==> src/hw/dms_defs.svh <==
`ifndef DMS_DEFS_SVH
`define DMS_DEFS_SVH

`define DMS_DATA_W 16
`define DMS_DEPTH 16
`define DMS_ADDR_W 4
// Strobe to request update bound, ns, and cycles at 50 MHz
`define DMS_CLK_NS 20
`define DMS_REQ_DELAY_NS 36
`define DMS_REQ_DELAY_CYC ((`DMS_REQ_DELAY_NS) / (`DMS_CLK_NS))
`define DMS_STROBE_MIN_NS 30
`define DMS_STROBE_MIN_CYC \
    (((`DMS_STROBE_MIN_NS) + (`DMS_CLK_NS) - 1) / (`DMS_CLK_NS))
`define DMS_TX_WORDS_RST 4'h0

`endif

==> src/hw/dms_pkg.sv <==
package dms_pkg;
    typedef enum logic [1:0] {
        DMS_IDLE = 2'b00,
        DMS_STROBE = 2'b01,
        DMS_RECOVER = 2'b11
    } dms_state_t;

    typedef enum logic [1:0] {
        DMS_DIR_NONE = 2'h0,
        DMS_DIR_WRITE = 2'h1,
        DMS_DIR_READ = 2'h2
    } dms_dir_t;
endpackage : dms_pkg

==> src/hw/dms_if.sv <==
`timescale 1ns/1ps
`include "dms_defs.svh"
interface dms_if;
    logic dmaAckN;
    logic rdN;
    logic wrN;
    logic [`DMS_DATA_W-1:0] dataToDev;
    logic [`DMS_DATA_W-1:0] dataFromDev;
    logic dataFromDevOe;
    logic dmaTxRequest;
    logic dmaRxRequest;

    modport dev (
        input dmaAckN, rdN, wrN, dataToDev,
        output dataFromDev, dataFromDevOe, dmaTxRequest, dmaRxRequest
    );
    modport ctl (
        output dmaAckN, rdN, wrN, dataToDev,
        input dataFromDev, dataFromDevOe, dmaTxRequest, dmaRxRequest
    );
endinterface : dms_if

==> src/hw/dms_device.sv <==
// Functional notes
// - Normal mode: rdN high, wrN low writes
// - Normal mode: rdN low, wrN high reads
// - Fly-by: rdN high, wrN low reads
// - Fly-by: rdN low, wrN high writes
// - Fly-by controller uses memory-side strobe pairing
// - Requests update on active strobe falling edge
// - Acknowledge selects mailbox, no chip select
// - Bus style pin, fly-by control bit
`timescale 1ns/1ps
`include "dms_defs.svh"
module dms_device #(
    parameter int DEPTH = `DMS_DEPTH,
    parameter int AW = `DMS_ADDR_W
) (
    input wire logic mclk,
    input wire logic sys_rst,
    dms_if.dev bus,
    input wire logic flyBy,
    input wire logic sepStrobeMode,
    input wire logic txSpaceAvail,
    input wire logic [`DMS_DATA_W-1:0] rxWord,
    input wire logic rxWordValid,
    output logic rxWordTaken,
    output logic [`DMS_DATA_W-1:0] txWord,
    output logic txWordValid,
    input wire logic txWordTaken,
    output logic [AW:0] txFill
);
    typedef struct packed {
        logic [2:0] ackS;
        logic [2:0] rdS;
        logic [2:0] wrS;
        dms_pkg::dms_dir_t dir;
        dms_pkg::dms_state_t st;
        logic [`DMS_DATA_W-1:0] rdData;
        logic oe;
        logic txReq;
        logic rxReq;
        logic [AW-1:0] wPtr;
        logic [AW-1:0] rPtr;
        logic [AW:0] cnt;
        logic rxTake;
    } dms_dev_t;

    dms_dev_t s_reg, s_next;
    logic [`DMS_DATA_W-1:0] mem [DEPTH];
    logic memWe;
    logic rdFall, wrFall, rdRise, wrRise, ackOn;
    logic ackOff;
    logic decWrite, decRead;

    // synchronise and detect edges; bit 0 is first stage only
    assign ackOn = !s_reg.ackS[1];
    assign rdFall = s_reg.rdS[2] && !s_reg.rdS[1];
    assign wrFall = s_reg.wrS[2] && !s_reg.wrS[1];
    assign rdRise = !s_reg.rdS[2] && s_reg.rdS[1];
    assign wrRise = !s_reg.wrS[2] && s_reg.wrS[1];

    // Acknowledge withdrawn, from the synchronised copy
    assign ackOff = !s_reg.ackS[2] && s_reg.ackS[1];

    // Both strobes low decodes to nothing
    always_comb
    begin
        decWrite = 1'b0;
        decRead = 1'b0;
        if (sepStrobeMode && ackOn)
        begin
            if (flyBy)
            begin
                decRead = wrFall && s_reg.rdS[1];
                decWrite = rdFall && s_reg.wrS[1];
            end
            else
            begin
                decWrite = wrFall && s_reg.rdS[1];
                decRead = rdFall && s_reg.wrS[1];
            end
        end
    end

    always_comb
    begin
        logic strobeRise;
        logic doPush;
        logic doPop;
        strobeRise = 1'b0;
        doPush = 1'b0;
        doPop = 1'b0;
        s_next = s_reg;
        memWe = 1'b0;
        s_next.ackS = {s_reg.ackS[1:0], bus.dmaAckN};
        s_next.rdS = {s_reg.rdS[1:0], bus.rdN};
        s_next.wrS = {s_reg.wrS[1:0], bus.wrN};
        s_next.rxTake = 1'b0;
        doPop = txWordValid && txWordTaken;
        case (s_reg.st)
            dms_pkg::DMS_IDLE:
            begin
                if (decWrite)
                begin
                    s_next.dir = dms_pkg::DMS_DIR_WRITE;
                    s_next.st = dms_pkg::DMS_STROBE;
                    s_next.txReq = 1'b0;
                end
                else if (decRead)
                begin
                    s_next.dir = dms_pkg::DMS_DIR_READ;
                    s_next.st = dms_pkg::DMS_STROBE;
                    s_next.oe = 1'b1;
                    s_next.rdData = rxWord;
                    s_next.rxTake = rxWordValid;
                    s_next.rxReq = 1'b0;
                end
            end
            dms_pkg::DMS_STROBE:
            begin
                strobeRise = flyBy
                    ? (s_reg.dir == dms_pkg::DMS_DIR_WRITE ? rdRise : wrRise)
                    : (s_reg.dir == dms_pkg::DMS_DIR_WRITE ? wrRise : rdRise);
                if (strobeRise)
                begin
                    // capture on closing edge of active strobe
                    if (s_reg.dir == dms_pkg::DMS_DIR_WRITE &&
                        s_reg.cnt != (AW+1)'(DEPTH))
                    begin
                        memWe = 1'b1;
                        doPush = 1'b1;
                    end
                    s_next.oe = 1'b0;
                    s_next.st = dms_pkg::DMS_RECOVER;
                end
                else if (ackOff)
                begin
                    // acknowledge gone: drop the drive, store nothing
                    s_next.oe = 1'b0;
                    s_next.st = dms_pkg::DMS_RECOVER;
                end
            end
            dms_pkg::DMS_RECOVER:
            begin
                // Spacer cycle before the next decode
                s_next.dir = dms_pkg::DMS_DIR_NONE;
                s_next.st = dms_pkg::DMS_IDLE;
            end
            default:
            begin
                s_next.st = dms_pkg::DMS_IDLE;
                s_next.oe = 1'b0;
            end
        endcase
        // Push and pop in one cycle leave the fill unchanged
        if (doPush)
            s_next.wPtr = s_reg.wPtr + 1'b1;
        if (doPop)
            s_next.rPtr = s_reg.rPtr + 1'b1;
        if (doPush && !doPop)
            s_next.cnt = s_reg.cnt + 1'b1;
        else if (!doPush && doPop)
            s_next.cnt = s_reg.cnt - 1'b1;
        // Requests re-raised when idle and work remains
        if (s_reg.st == dms_pkg::DMS_IDLE && !decWrite && !decRead)
        begin
            s_next.txReq = txSpaceAvail && s_next.cnt != (AW+1)'(DEPTH);
            s_next.rxReq = rxWordValid;
        end
        if (sys_rst)
        begin
            s_next = '0;
            // Sync stages start at the idle pin level, no false edge
            s_next.ackS = 3'h7;
            s_next.rdS = 3'h7;
            s_next.wrS = 3'h7;
            s_next.st = dms_pkg::DMS_IDLE;
            s_next.dir = dms_pkg::DMS_DIR_NONE;
        end
    end

    always_ff @(posedge mclk)
    begin
        s_reg <= s_next;
        // Pins sampled late; data must outlast the sync latency
        if (memWe)
            mem[s_reg.wPtr] <= bus.dataToDev;
    end

    assign bus.dataFromDev = s_reg.rdData;
    // device drives data bus on read
    assign bus.dataFromDevOe = s_reg.oe;
    assign bus.dmaTxRequest = s_reg.txReq;
    assign bus.dmaRxRequest = s_reg.rxReq;
    assign rxWordTaken = s_reg.rxTake;
    // Buffer head shown before it is popped
    assign txWord = mem[s_reg.rPtr];
    assign txWordValid = s_reg.cnt != '0;
    assign txFill = s_reg.cnt;
endmodule : dms_device

==> src/flat_wrapper.sv <==
// flat-port wrapper written by rule: the top's interface ports become plain ports
module dms_device_flat 
#(
    parameter int DEPTH = `DMS_DEPTH,
    parameter int AW = `DMS_ADDR_W
)
  (mclk, sys_rst, flyBy, sepStrobeMode, txSpaceAvail, rxWord, rxWordValid, rxWordTaken, txWord, txWordValid, txWordTaken, txFill, bus_dmaAckN, bus_rdN, bus_wrN, bus_dataToDev, bus_dataFromDev, bus_dataFromDevOe, bus_dmaTxRequest, bus_dmaRxRequest);
  dms_if bus_i ();
  input wire logic mclk;
  input wire logic sys_rst;
  input wire logic flyBy;
  input wire logic sepStrobeMode;
  input wire logic txSpaceAvail;
  input wire logic [`DMS_DATA_W-1:0] rxWord;
  input wire logic rxWordValid;
  output logic rxWordTaken;
  output logic [`DMS_DATA_W-1:0] txWord;
  output logic txWordValid;
  input wire logic txWordTaken;
  output logic [AW:0] txFill;
  input wire logic [$bits(bus_i.dmaAckN)-1:0] bus_dmaAckN;
  input wire logic [$bits(bus_i.rdN)-1:0] bus_rdN;
  input wire logic [$bits(bus_i.wrN)-1:0] bus_wrN;
  input wire logic [$bits(bus_i.dataToDev)-1:0] bus_dataToDev;
  output wire logic [$bits(bus_i.dataFromDev)-1:0] bus_dataFromDev;
  output wire logic [$bits(bus_i.dataFromDevOe)-1:0] bus_dataFromDevOe;
  output wire logic [$bits(bus_i.dmaTxRequest)-1:0] bus_dmaTxRequest;
  output wire logic [$bits(bus_i.dmaRxRequest)-1:0] bus_dmaRxRequest;
  assign bus_i.dmaAckN = bus_dmaAckN;
  assign bus_i.rdN = bus_rdN;
  assign bus_i.wrN = bus_wrN;
  assign bus_i.dataToDev = bus_dataToDev;
  assign bus_dataFromDev = bus_i.dataFromDev;
  assign bus_dataFromDevOe = bus_i.dataFromDevOe;
  assign bus_dmaTxRequest = bus_i.dmaTxRequest;
  assign bus_dmaRxRequest = bus_i.dmaRxRequest;
  dms_device #(.DEPTH(DEPTH), .AW(AW)) u_core (.mclk(mclk), .sys_rst(sys_rst), .bus(bus_i), .flyBy(flyBy), .sepStrobeMode(sepStrobeMode), .txSpaceAvail(txSpaceAvail), .rxWord(rxWord), .rxWordValid(rxWordValid), .rxWordTaken(rxWordTaken), .txWord(txWord), .txWordValid(txWordValid), .txWordTaken(txWordTaken), .txFill(txFill));
endmodule
==> config.mk <==
export PLATFORM = sky130hd
export DESIGN_NAME = dms_device_flat
export DESIGN_NICKNAME = d
export VERILOG_FILES = /design/src/hw/dms_pkg.sv /design/src/hw/dms_if.sv /design/src/hw/dms_device.sv /design/src/flat_wrapper.sv
export VERILOG_INCLUDE_DIRS = /design/src /design/src/hw
export SDC_FILE = /design/constraint.sdc
export NUM_CORES = 1
export LEC_CHECK = 0
export BUFFER_PORTS_ARGS = -buffer_cell sky130_fd_sc_hd__buf_2
export CELL_PAD_IN_SITES_DETAIL_PLACEMENT = 0
export CELL_PAD_IN_SITES_GLOBAL_PLACEMENT = 1
export CORE_MARGIN = 10
export CORE_UTILIZATION = 25
export DETAILED_ROUTE_END_ITERATION = 10
export PLACE_DENSITY = 0.53
export SETUP_SLACK_MARGIN = 0.15
export SLEW_MARGIN = 25
export SYNTH_ARGS = -nofsm -noshare
export SYNTH_HDL_FRONTEND = slang
export SYNTH_SLANG_ARGS = --single-unit
==> constraint.sdc <==
create_clock -name mclk -period 5.2 [get_ports mclk]
set_input_delay 0.26 -clock mclk [delete_from_list [all_inputs] [get_ports mclk]]
set_output_delay 0.26 -clock mclk [all_outputs]
set_load 0.005 [all_outputs]
Yosys cells after proc, flatten, opt, wreduce, memory -nomap -nowiden
Memory sizes are Yosys's and may differ from the RTL's. A register that Yosys moved wholly into a read port is not among the register bits.
Cells that the tools add are included.
Widths: inputs -> output; s select.
{"block": "word_totals", "reg_bits": 46, "latchBits": 0, "ramBits": 256, "rom_bits": 0, "in_bits": 42, "output_inout_bits": 42, "wordCells": 101, "n_memories": 1}
{"memory": "u_core.mem", "words": 16, "width": 16, "rd": 1, "rd_ports_with_merged_regs": 1, "wr": 1, "line": "dms_device.sv:47", "rtl": "logic [`DMS_DATA_W-1:0] mem [DEPTH];"}
{"block": "op_classes", "add_sub_neg": 4, "multipliers": 0, "div": 0, "magnitude_cmp": 0, "eq_ne": 10, "n_shift": 0, "mux": 31, "n_bitwise": 4, "reduce_logical": 38}
{"op": "$mux 21", "n": 1}
{"op": "$mux 1", "n": 18}
{"op": "$logic_and 1x1->1", "n": 15}
{"op": "$mux 4", "n": 3}
{"op": "$logic_not 1->1", "n": 10}
{"op": "$mux 5", "n": 2}
{"op": "$ne 5x5->1 const B", "n": 2}
{"op": "$add 4x1->4 const B", "n": 2}
{"op": "$mux 2", "n": 4}
{"op": "$pmux 2 s2", "n": 2}
{"op": "$reduce_bool 2->1", "n": 4}
{"op": "$ne 3x1->1 const B", "n": 2}
{"op": "$reduce_and 2->1", "n": 3}
{"op": "$reduce_and 3->1", "n": 2}
{"op": "$add 5x1->5 const B", "n": 1}
{"op": "$reduce_bool 5->1", "n": 1}
{"op": "$sub 5x1->5 const B", "n": 1}
{"op": "$eq 2x1->1 const B", "n": 2}
{"op": "$ne 2x2->1 const B", "n": 2}
{"op": "$not 1->1", "n": 4}
{"op": "$reduce_and 4->1", "n": 1}
{"op": "$reduce_or 4->1", "n": 1}
{"op": "$pmux 1 s3", "n": 1}
{"op": "$eq 2x2->1 const B", "n": 1}
{"op": "other kinds (2)", "n": 2}

Depth between registers and ports, before layout
Gate-level depths: netlist of the first run.
{"block": "logic_depth", "word_depth": 13, "ltp_mapped": 10, "mapped_depth_nobuf": 9}

Worst setup path after synthesis of the first run
Ideal clock, no wire load.
{"block": "synth_timing", "kind": "reg2reg", "startpoint": "register u_core.s_reg (netlist bit u_core.txFill[0])", "endpoint": "memory u_core.mem[3][0] (netlist name) (enable)", "setup_ps": 409, "t_arrival_ps": 2804, "required_ps": 4791, "slack_ps": 1987, "stages_incl_launch_ff": 8, "path_buffers": 1, "period_less_slack_ps": 3213, "path_cell_list": "dfxtp_1 -> inv_1 -> ha_1 -> nand3_1 -> nor3b_2 -> clkbuf_1 -> nand2_1 -> nor3_1"}
{"block": "synth_between", "elab_chain_len": 7}
{"item": "start: declaration", "line": "dms_device.sv:46", "rtl": "dms_dev_t s_reg, s_next;"}
{"item": "start signal: assignment", "line": "dms_device.sv:182", "rtl": "s_reg <= s_next;"}
{"item": "$ne 5x5->1", "line": "dms_device.sv:126", "rtl": "s_reg.cnt != (AW+1)'(DEPTH))"}
{"item": "$logic_and 1x1->1", "line": "dms_device.sv:125", "rtl": "if (s_reg.dir == dms_pkg::DMS_DIR_WRITE &&"}
{"item": "$mux 1", "line": "dms_device.sv:125"}
{"item": "$mux 1", "line": "dms_device.sv:122", "rtl": "if (strobeRise)"}
{"item": "$mux 1", "line": "dms_device.sv:98", "rtl": "case (s_reg.st)"}
{"item": "$mux 1", "line": "dms_device.sv:184", "rtl": "if (memWe)"}
{"item": "$mux 1 (not written as such)", "line": "dms_device.sv:185", "rtl": "mem[s_reg.wPtr] <= bus.dataToDev;"}
{"item": "end: declaration", "line": "dms_device.sv:47"}
Every way passes these cells.

==> results of run 1 <==
==> per-stage QoR <==
| step | utilization | power (µW) | std cells | hold slack, ns | worst slack (ns) |
|---|---|---|---|---|---|
| finish | 0.305 | 6430 | 1378 | 0.0957 | 1.75 |
| CTS | 0.305 | 6550 | 1377 | 0.0616 | 1.64 |
| global placement | 0.274 | 3890 | 1290 | 0.392 | 2.21 |
| floorplan | - | 3560 | 626 | 0.359 | 1.99 |
| global route | 0.305 | 6740 | 1377 | 0.0852 | 1.54 |
| detailed placement | 0.275 | 3880 | 1290 | 0.395 | 2.22 |
==> routing by layer <==
metal  share of wire  routed length (µm)  up-vias
li1                -                   -     2691
met1            0.43               12100     3061
met2            0.48               13500      150
met3           0.060                1670       50
met4           0.025                 693        2
met5         0.00046                  13        -
==> power by group through the flow <==
stage	logic [µW]	clock network (µW)	registers (µW)
6_report	962	2620	2850
3_3_place_gp	985	0	2900
5_1_grt	1060	2810	2870
2_1_floorplan	784	0	2780
4_1_cts	992	2700	2850
3_5_place_dp	976	0	2910
==> worst max-delay path, cell delays in order (launching register included) <==
cell	delay (ns)
dfxtp_4	0.91
buf_4	0.43
mux4_2	0.53
mux4_2	0.56
buf_2	0.17
==> layout by cell type (no fill, tap or decap), drive strengths merged, types with 7 or more instances in the layout <==
master	instances
buf	100
mux4	80
dlygate4sd3	20
or2	9
nor2	50
inv	10
nand2	22
a21oi	7
clkinv	15
clkbuf	44
mux2i	20
edfxtp	256
ha	11
dfxtp	50
==> how the worst min path moves through the flow <==
stage                      startpoint                end  depth (start not counted)
floorplan            bus_dataToDev[0]   u_core.mem[0][0]                          0
global placement     u_core.s_reg[40]   u_core.s_reg[41]                          1
detailed placement   u_core.s_reg[40]   u_core.s_reg[41]                          1
CTS                 bus_dataToDev[11]  u_core.mem[7][11]                          1
global route        bus_dataToDev[11]  u_core.mem[8][11]                          1
finish              bus_dataToDev[11]  u_core.mem[7][11]                          1
==> layout make-up <==
type | count | area [µm²]
Timing Repair Buffer | 120 | 743
Sequential cell | 306 | 8690
Clock inverter | 23 | 231
Clock buffer | 44 | 1000
Tap cell | 615 | 769
Inverter | 6 | 22.5
Antenna cell | 1 | 2.50
Multi-Input combinational cell | 263 | 3060
Fill cell | 4587 | 33000
==> cell families after synthesis <==
kind of cell	share of synthesized area
and+or+nand+nor	0.0490
buffers and inverters	0.0251
AOI/OAI and AO/OA	0.0132
muxes	0.167
DFF	0.727
xor gates and xnor gates	0.00732
adders and majority gates	0.0115
==> flow_summary_export.csv, run 1 <==
group,metric,value,unit
critical_path,cp.arrival,3.19,ns
pwr,p_clk_frac,0.408,
pwr,ir_worst_vdd,0.000225,V
synthesis,synth_area_leaders,"edfxtp_1 (64%), mux4_2 (15%), dfxtp_1 (8.4%)",
die,fp-row-count,80,
drt,vias,5954,
die,core_area,47500,µm²
die,die_area,57000,µm²
sta,finalSetupViolations,0,
min_path,hold_class,"in -> reg",
critical_path,r2r-start,"u_core.txFill[0]",
layout,largest_register_ffs,256,
drt,drt-pass1-iter-count,5,
clock_network,clk_path_buf_depth,3,
drt,viasPerCell,4.32,
grt,antenna_found_initial,1,
pwr,comb_power_share,0.150,
clock_network,path_clk_slew,0.06,ns
synthesis,syn_avg_cell_area,19.1,µm²
synthesis,synthesis.nets,679,
clock_network,cts_tree,"yes",
critical_path,reg2reg_slack,2.30,ns
grt,top_usage_layer,"met2",
critical_path,rr_endpoint,"u_core.mem[8][15]",
outcome,status,"finished clean",
critical_path,end_kind,"primary output",
clock_network,cts.repair.resized,0,
die,die_h,239,µm
clock_network,postCtsSetupBuffers,0,
sta,fin_crit,3.45,ns
grt,grt-ovfl-total,0,
synthesis,synthFlopType,"edfxtp_1",
sta,setup_tns,0,ns
placed_design,place_area,13100,µm²
grt,grt_use_met3,0.0278,
layout,drive_gt1_frac,0.354,
synthesis,ys_ff_latch,306,
grt,grt_use_total,0.101,
pwr,power.leakage,0.00483,µW
synthesis,synth_most_common_cell,"edfxtp_1",
sta,final.setup_skew,0.0253,ns
die,die_x,239,µm
sta,worst_pin_slew,0.906,ns
sta,timing.slew.headroom,0.395,
drt,wl,28000,µm
pwr,pwr-share-seq,0.443,
sta,slew_violations,0,
layout,synthToLayoutAreaGrowth,21.4,%
placed_design,dpl.hpwl,16700,µm
drt,post-route-drc-count,0,
clock_network,clk_latency,0.55,ns
pwr,netSwitchingFraction,0.248,
synthesis,synth_top_area_cell,"edfxtp_1",
clock_network,cts.sinks,306,
synthesis,synth-seq-area-share,0.727,
grt,groute.layer.met2.usage,0.163,
sta,fin_crit_sh,0.663,
critical_path,path_max_fanout,40,
clock_network,numCtsBuffers,38,
synthesis,yosysTopAreaCellShare,0.643,
placed_design,portBuffers,83,
grt,grt_max_degree,49,
drt,wl_per_cell,20.3,µm
grt,grtUsageMet1,0.128,
synthesis,yosys_warnings,0,
drt,drtAntennaViolNets,0,
grt,grt_pass1_wl,42800,µm
die,initial_utilization,0.252,
clock_network,htree_num_levels,2,
drt,drt-initial-drc-count,427,
synthesis,ys_types,42,
synthesis,syn_inst,626,
placed_design,gp_congestion,0.702,
layout,finalInstanceArea,14500,µm²
critical_path,path_class,"reg -> out",
clock_network,cts_hold_buf,20,
pwr,intPower,4830,µW
pwr,p_sw,1590,µW
pwr,power.density,443,nW/µm²
critical_path,r2r_cells,8,
job,cap_violations,0,
critical_path,crit_required,4.94,ns
synthesis,synth_area,12000,µm²
synthesis,synth_edf_count,256,
grt,grt_pass1_vias,6534,
sta,max_freq,0.290,GHz
clock_network,clockRootBuffer,"clkbuf_16",
layout,nets,788,
critical_path,cp-start-kind,"flop",
sta,hold_violations,0,
sta,rsz0062_at_grt,"false",
synthesis,synth-async-reset-ratio,0,
die,io_pins,84,
critical_path,crit_end,"txWord[15]",
synthesis,synth_common_cells,"edfxtp_1 (256), mux4_2 (80), dfxtp_1 (50), nor2_1 (50), nand2_1 (22)",
Power figures use the tool's default switching activity.
==> inputs of run 2 (changes only) <==
==> constraint.sdc (replaced) <==
create_clock -name mclk -period 3.2 [get_ports mclk]
set_input_delay 0.16 -clock mclk [delete_from_list [all_inputs] [get_ports mclk]]
set_output_delay 0.16 -clock mclk [all_outputs]
set_load 0.005 [all_outputs]
==> run 2 against run 1 <==
Net effect:
- clock skew is essentially flat
- clock-buffer cell count up 1
- first-iteration DRC count down 23%
- combinational power grew 77%
- setup slack lost 1.3 ns
- critical path type unchanged
- cell count grew 1.7%
- largest power group unchanged
- total power rose by 62%
==> flow_summary_export.csv, run 2 (synthesized netlist as in run 1, its figures left out) <==
group,metric,value,unit
placed_design,dpl.hpwl,17300,µm
clock_network,path_clk_slew,0.06,ns
drt,drt-pass1-iter-count,4,
pwr,power.density,698,nW/µm²
layout,largest_register_ffs,256,
critical_path,path_max_fanout,28,
die,fp-row-count,80,
layout,drive_gt1_frac,0.352,
placed_design,portBuffers,83,
placed_design,post-place-cells,1303,
drt,drtAntennaViolNets,0,
job,cap_violations,0,
clock_network,numCtsBuffers,36,
layout,final_cell_mix,"edfxtp_1 (256), buf_2 (83), mux4_2 (80), dfxtp_1 (48), nor2_1 (38)",
layout,nets,814,
die,die_area,57000,µm²
drt,post-route-drc-count,0,
pwr,power.leakage,0.00493,µW
die,initial_utilization,0.252,
critical_path,path_common_cell,"mux4_2",
critical_path,r2r-start,"u_core.txFill[0]",
drt,viasPerCell,4.34,
critical_path,cpPeakStageDelay,0.57,ns
critical_path,cp_num_buf_inv,2,
sta,setup_tns,0,ns
drt,drt-initial-drc-count,327,
clock_network,cts.repair.resized,0,
sta,worst_pin_slew,0.693,ns
drt,vias,6075,
outcome,status,"finished clean",
critical_path,crit_path_top_delay_cell,"mux4_2",
critical_path,crit_required,3.04,ns
die,io_pins,84,
clock_network,postCtsSetupBuffers,0,
clock_network,clk_path_buf_depth,3,
clock_network,cts.sinks,306,
sta,fin_crit_sh,0.872,
drt,wl_per_cell,20.0,µm
sta,final.setup_skew,0.0255,ns
min_path,hold_class,"in -> reg",
drt,wl,28100,µm
critical_path,cp-start-kind,"flop",
layout,synthToLayoutAreaGrowth,24.6,%
sta,hold_violations,0,
critical_path,crit_path_cell_trace,"buf_12, mux4_2, mux4_2, buf_2",
critical_path,end_kind,"primary output",
clock_network,cts_tree,"yes",
grt,grt_use_total,0.100,
grt,grt-ovfl-total,0,
grt,grt_max_degree,31,
grt,antenna_found_initial,0,
critical_path,cp_top_family,"multiplexers",
grt,grt_pass1_vias,6558,
min_path,holdCritStartpoint,"bus_dataToDev[9]",
layout,diodes,0,
clock_network,htree_num_levels,2,
critical_path,cp.arrival,2.63,ns
placed_design,gp_congestion,0.749,
die,die_h,239,µm
clock_network,clk_latency,0.54,ns
sta,fin_crit,2.79,ns
clock_network,clockRootBuffer,"clkbuf_16",
sta,slew_violations,0,
pwr,ir_worst_vdd,0.000306,V
grt,grt_pass1_wl,42600,µm
die,die_x,239,µm
sta,rsz0062_at_grt,"false",
clock_network,cts_hold_buf,35,
layout,instances_no_fill,1401,
sta,finalSetupViolations,0,
sta,timing.slew.headroom,0.537,
sta,max_freq,0.358,GHz
critical_path,path_class,"reg -> out",
layout,layout_commonest_cell,"edfxtp_1",
die,core_area,47500,µm²
==> run 2: area by class of cell <==
type / instances / area [µm²]
clock inverter: 18 / 263
timing repair buffer: 148 / 1180
multi-input combinational: 263 / 3050
inverter: 6 / 22.5
tap: 615 / 769
clock buffer: 45 / 935
fill: 4592 / 32600
sequential: 306 / 8690
==> run 2: metal layers <==
layer / vias up / global-route usage / share of wire
met4: 0 / 0.0338 / 0.019
met1: 3152 / 0.130 / 0.45
met5: - / 0 / 0
li1: 2729 / - / -
met2: 158 / 0.160 / 0.47
met3: 36 / 0.0256 / 0.061
==> run 2: final timing paths <==
path / to / cells past startpoint / slack (ns)
worst min register to register: u_core.s_reg[38] / 1 / 0.41
worst max-delay path: txWord[14] / 4 / 0.41
worst max register to register: u_core.bus.dmaTxRequest / 9 / 0.53
worst min-delay path: u_core.mem[12][9] / 1 / 0.02
==> run 2: where the power goes <==
part / total [µW] / internal, µW / switching [µW]
logic: 1700 / 947 / 755
registers: 4520 / 4380 / 140
clock network: 4180 / 2570 / 1620
total: 10400 / 7890 / 2510
==> run 2: per-stage QoR <==
stage | util | hold slack [ns] | instance area (µm²) | setup slack [ns] | power [µW]
final | 0.314 | 0.0227 | 14900 | 0.408 | 10400
after floorplan | - | 0.259 | 12000 | 0.411 | 5790
after global placement | 0.281 | 0.345 | 13400 | 0.553 | 6340
after detailed placement | 0.281 | 0.344 | 13400 | 0.527 | 6330
after global routing | 0.314 | 0.0214 | 14900 | 0.269 | 10900
after CTS | 0.314 | 0.00135 | 14900 | 0.305 | 10600
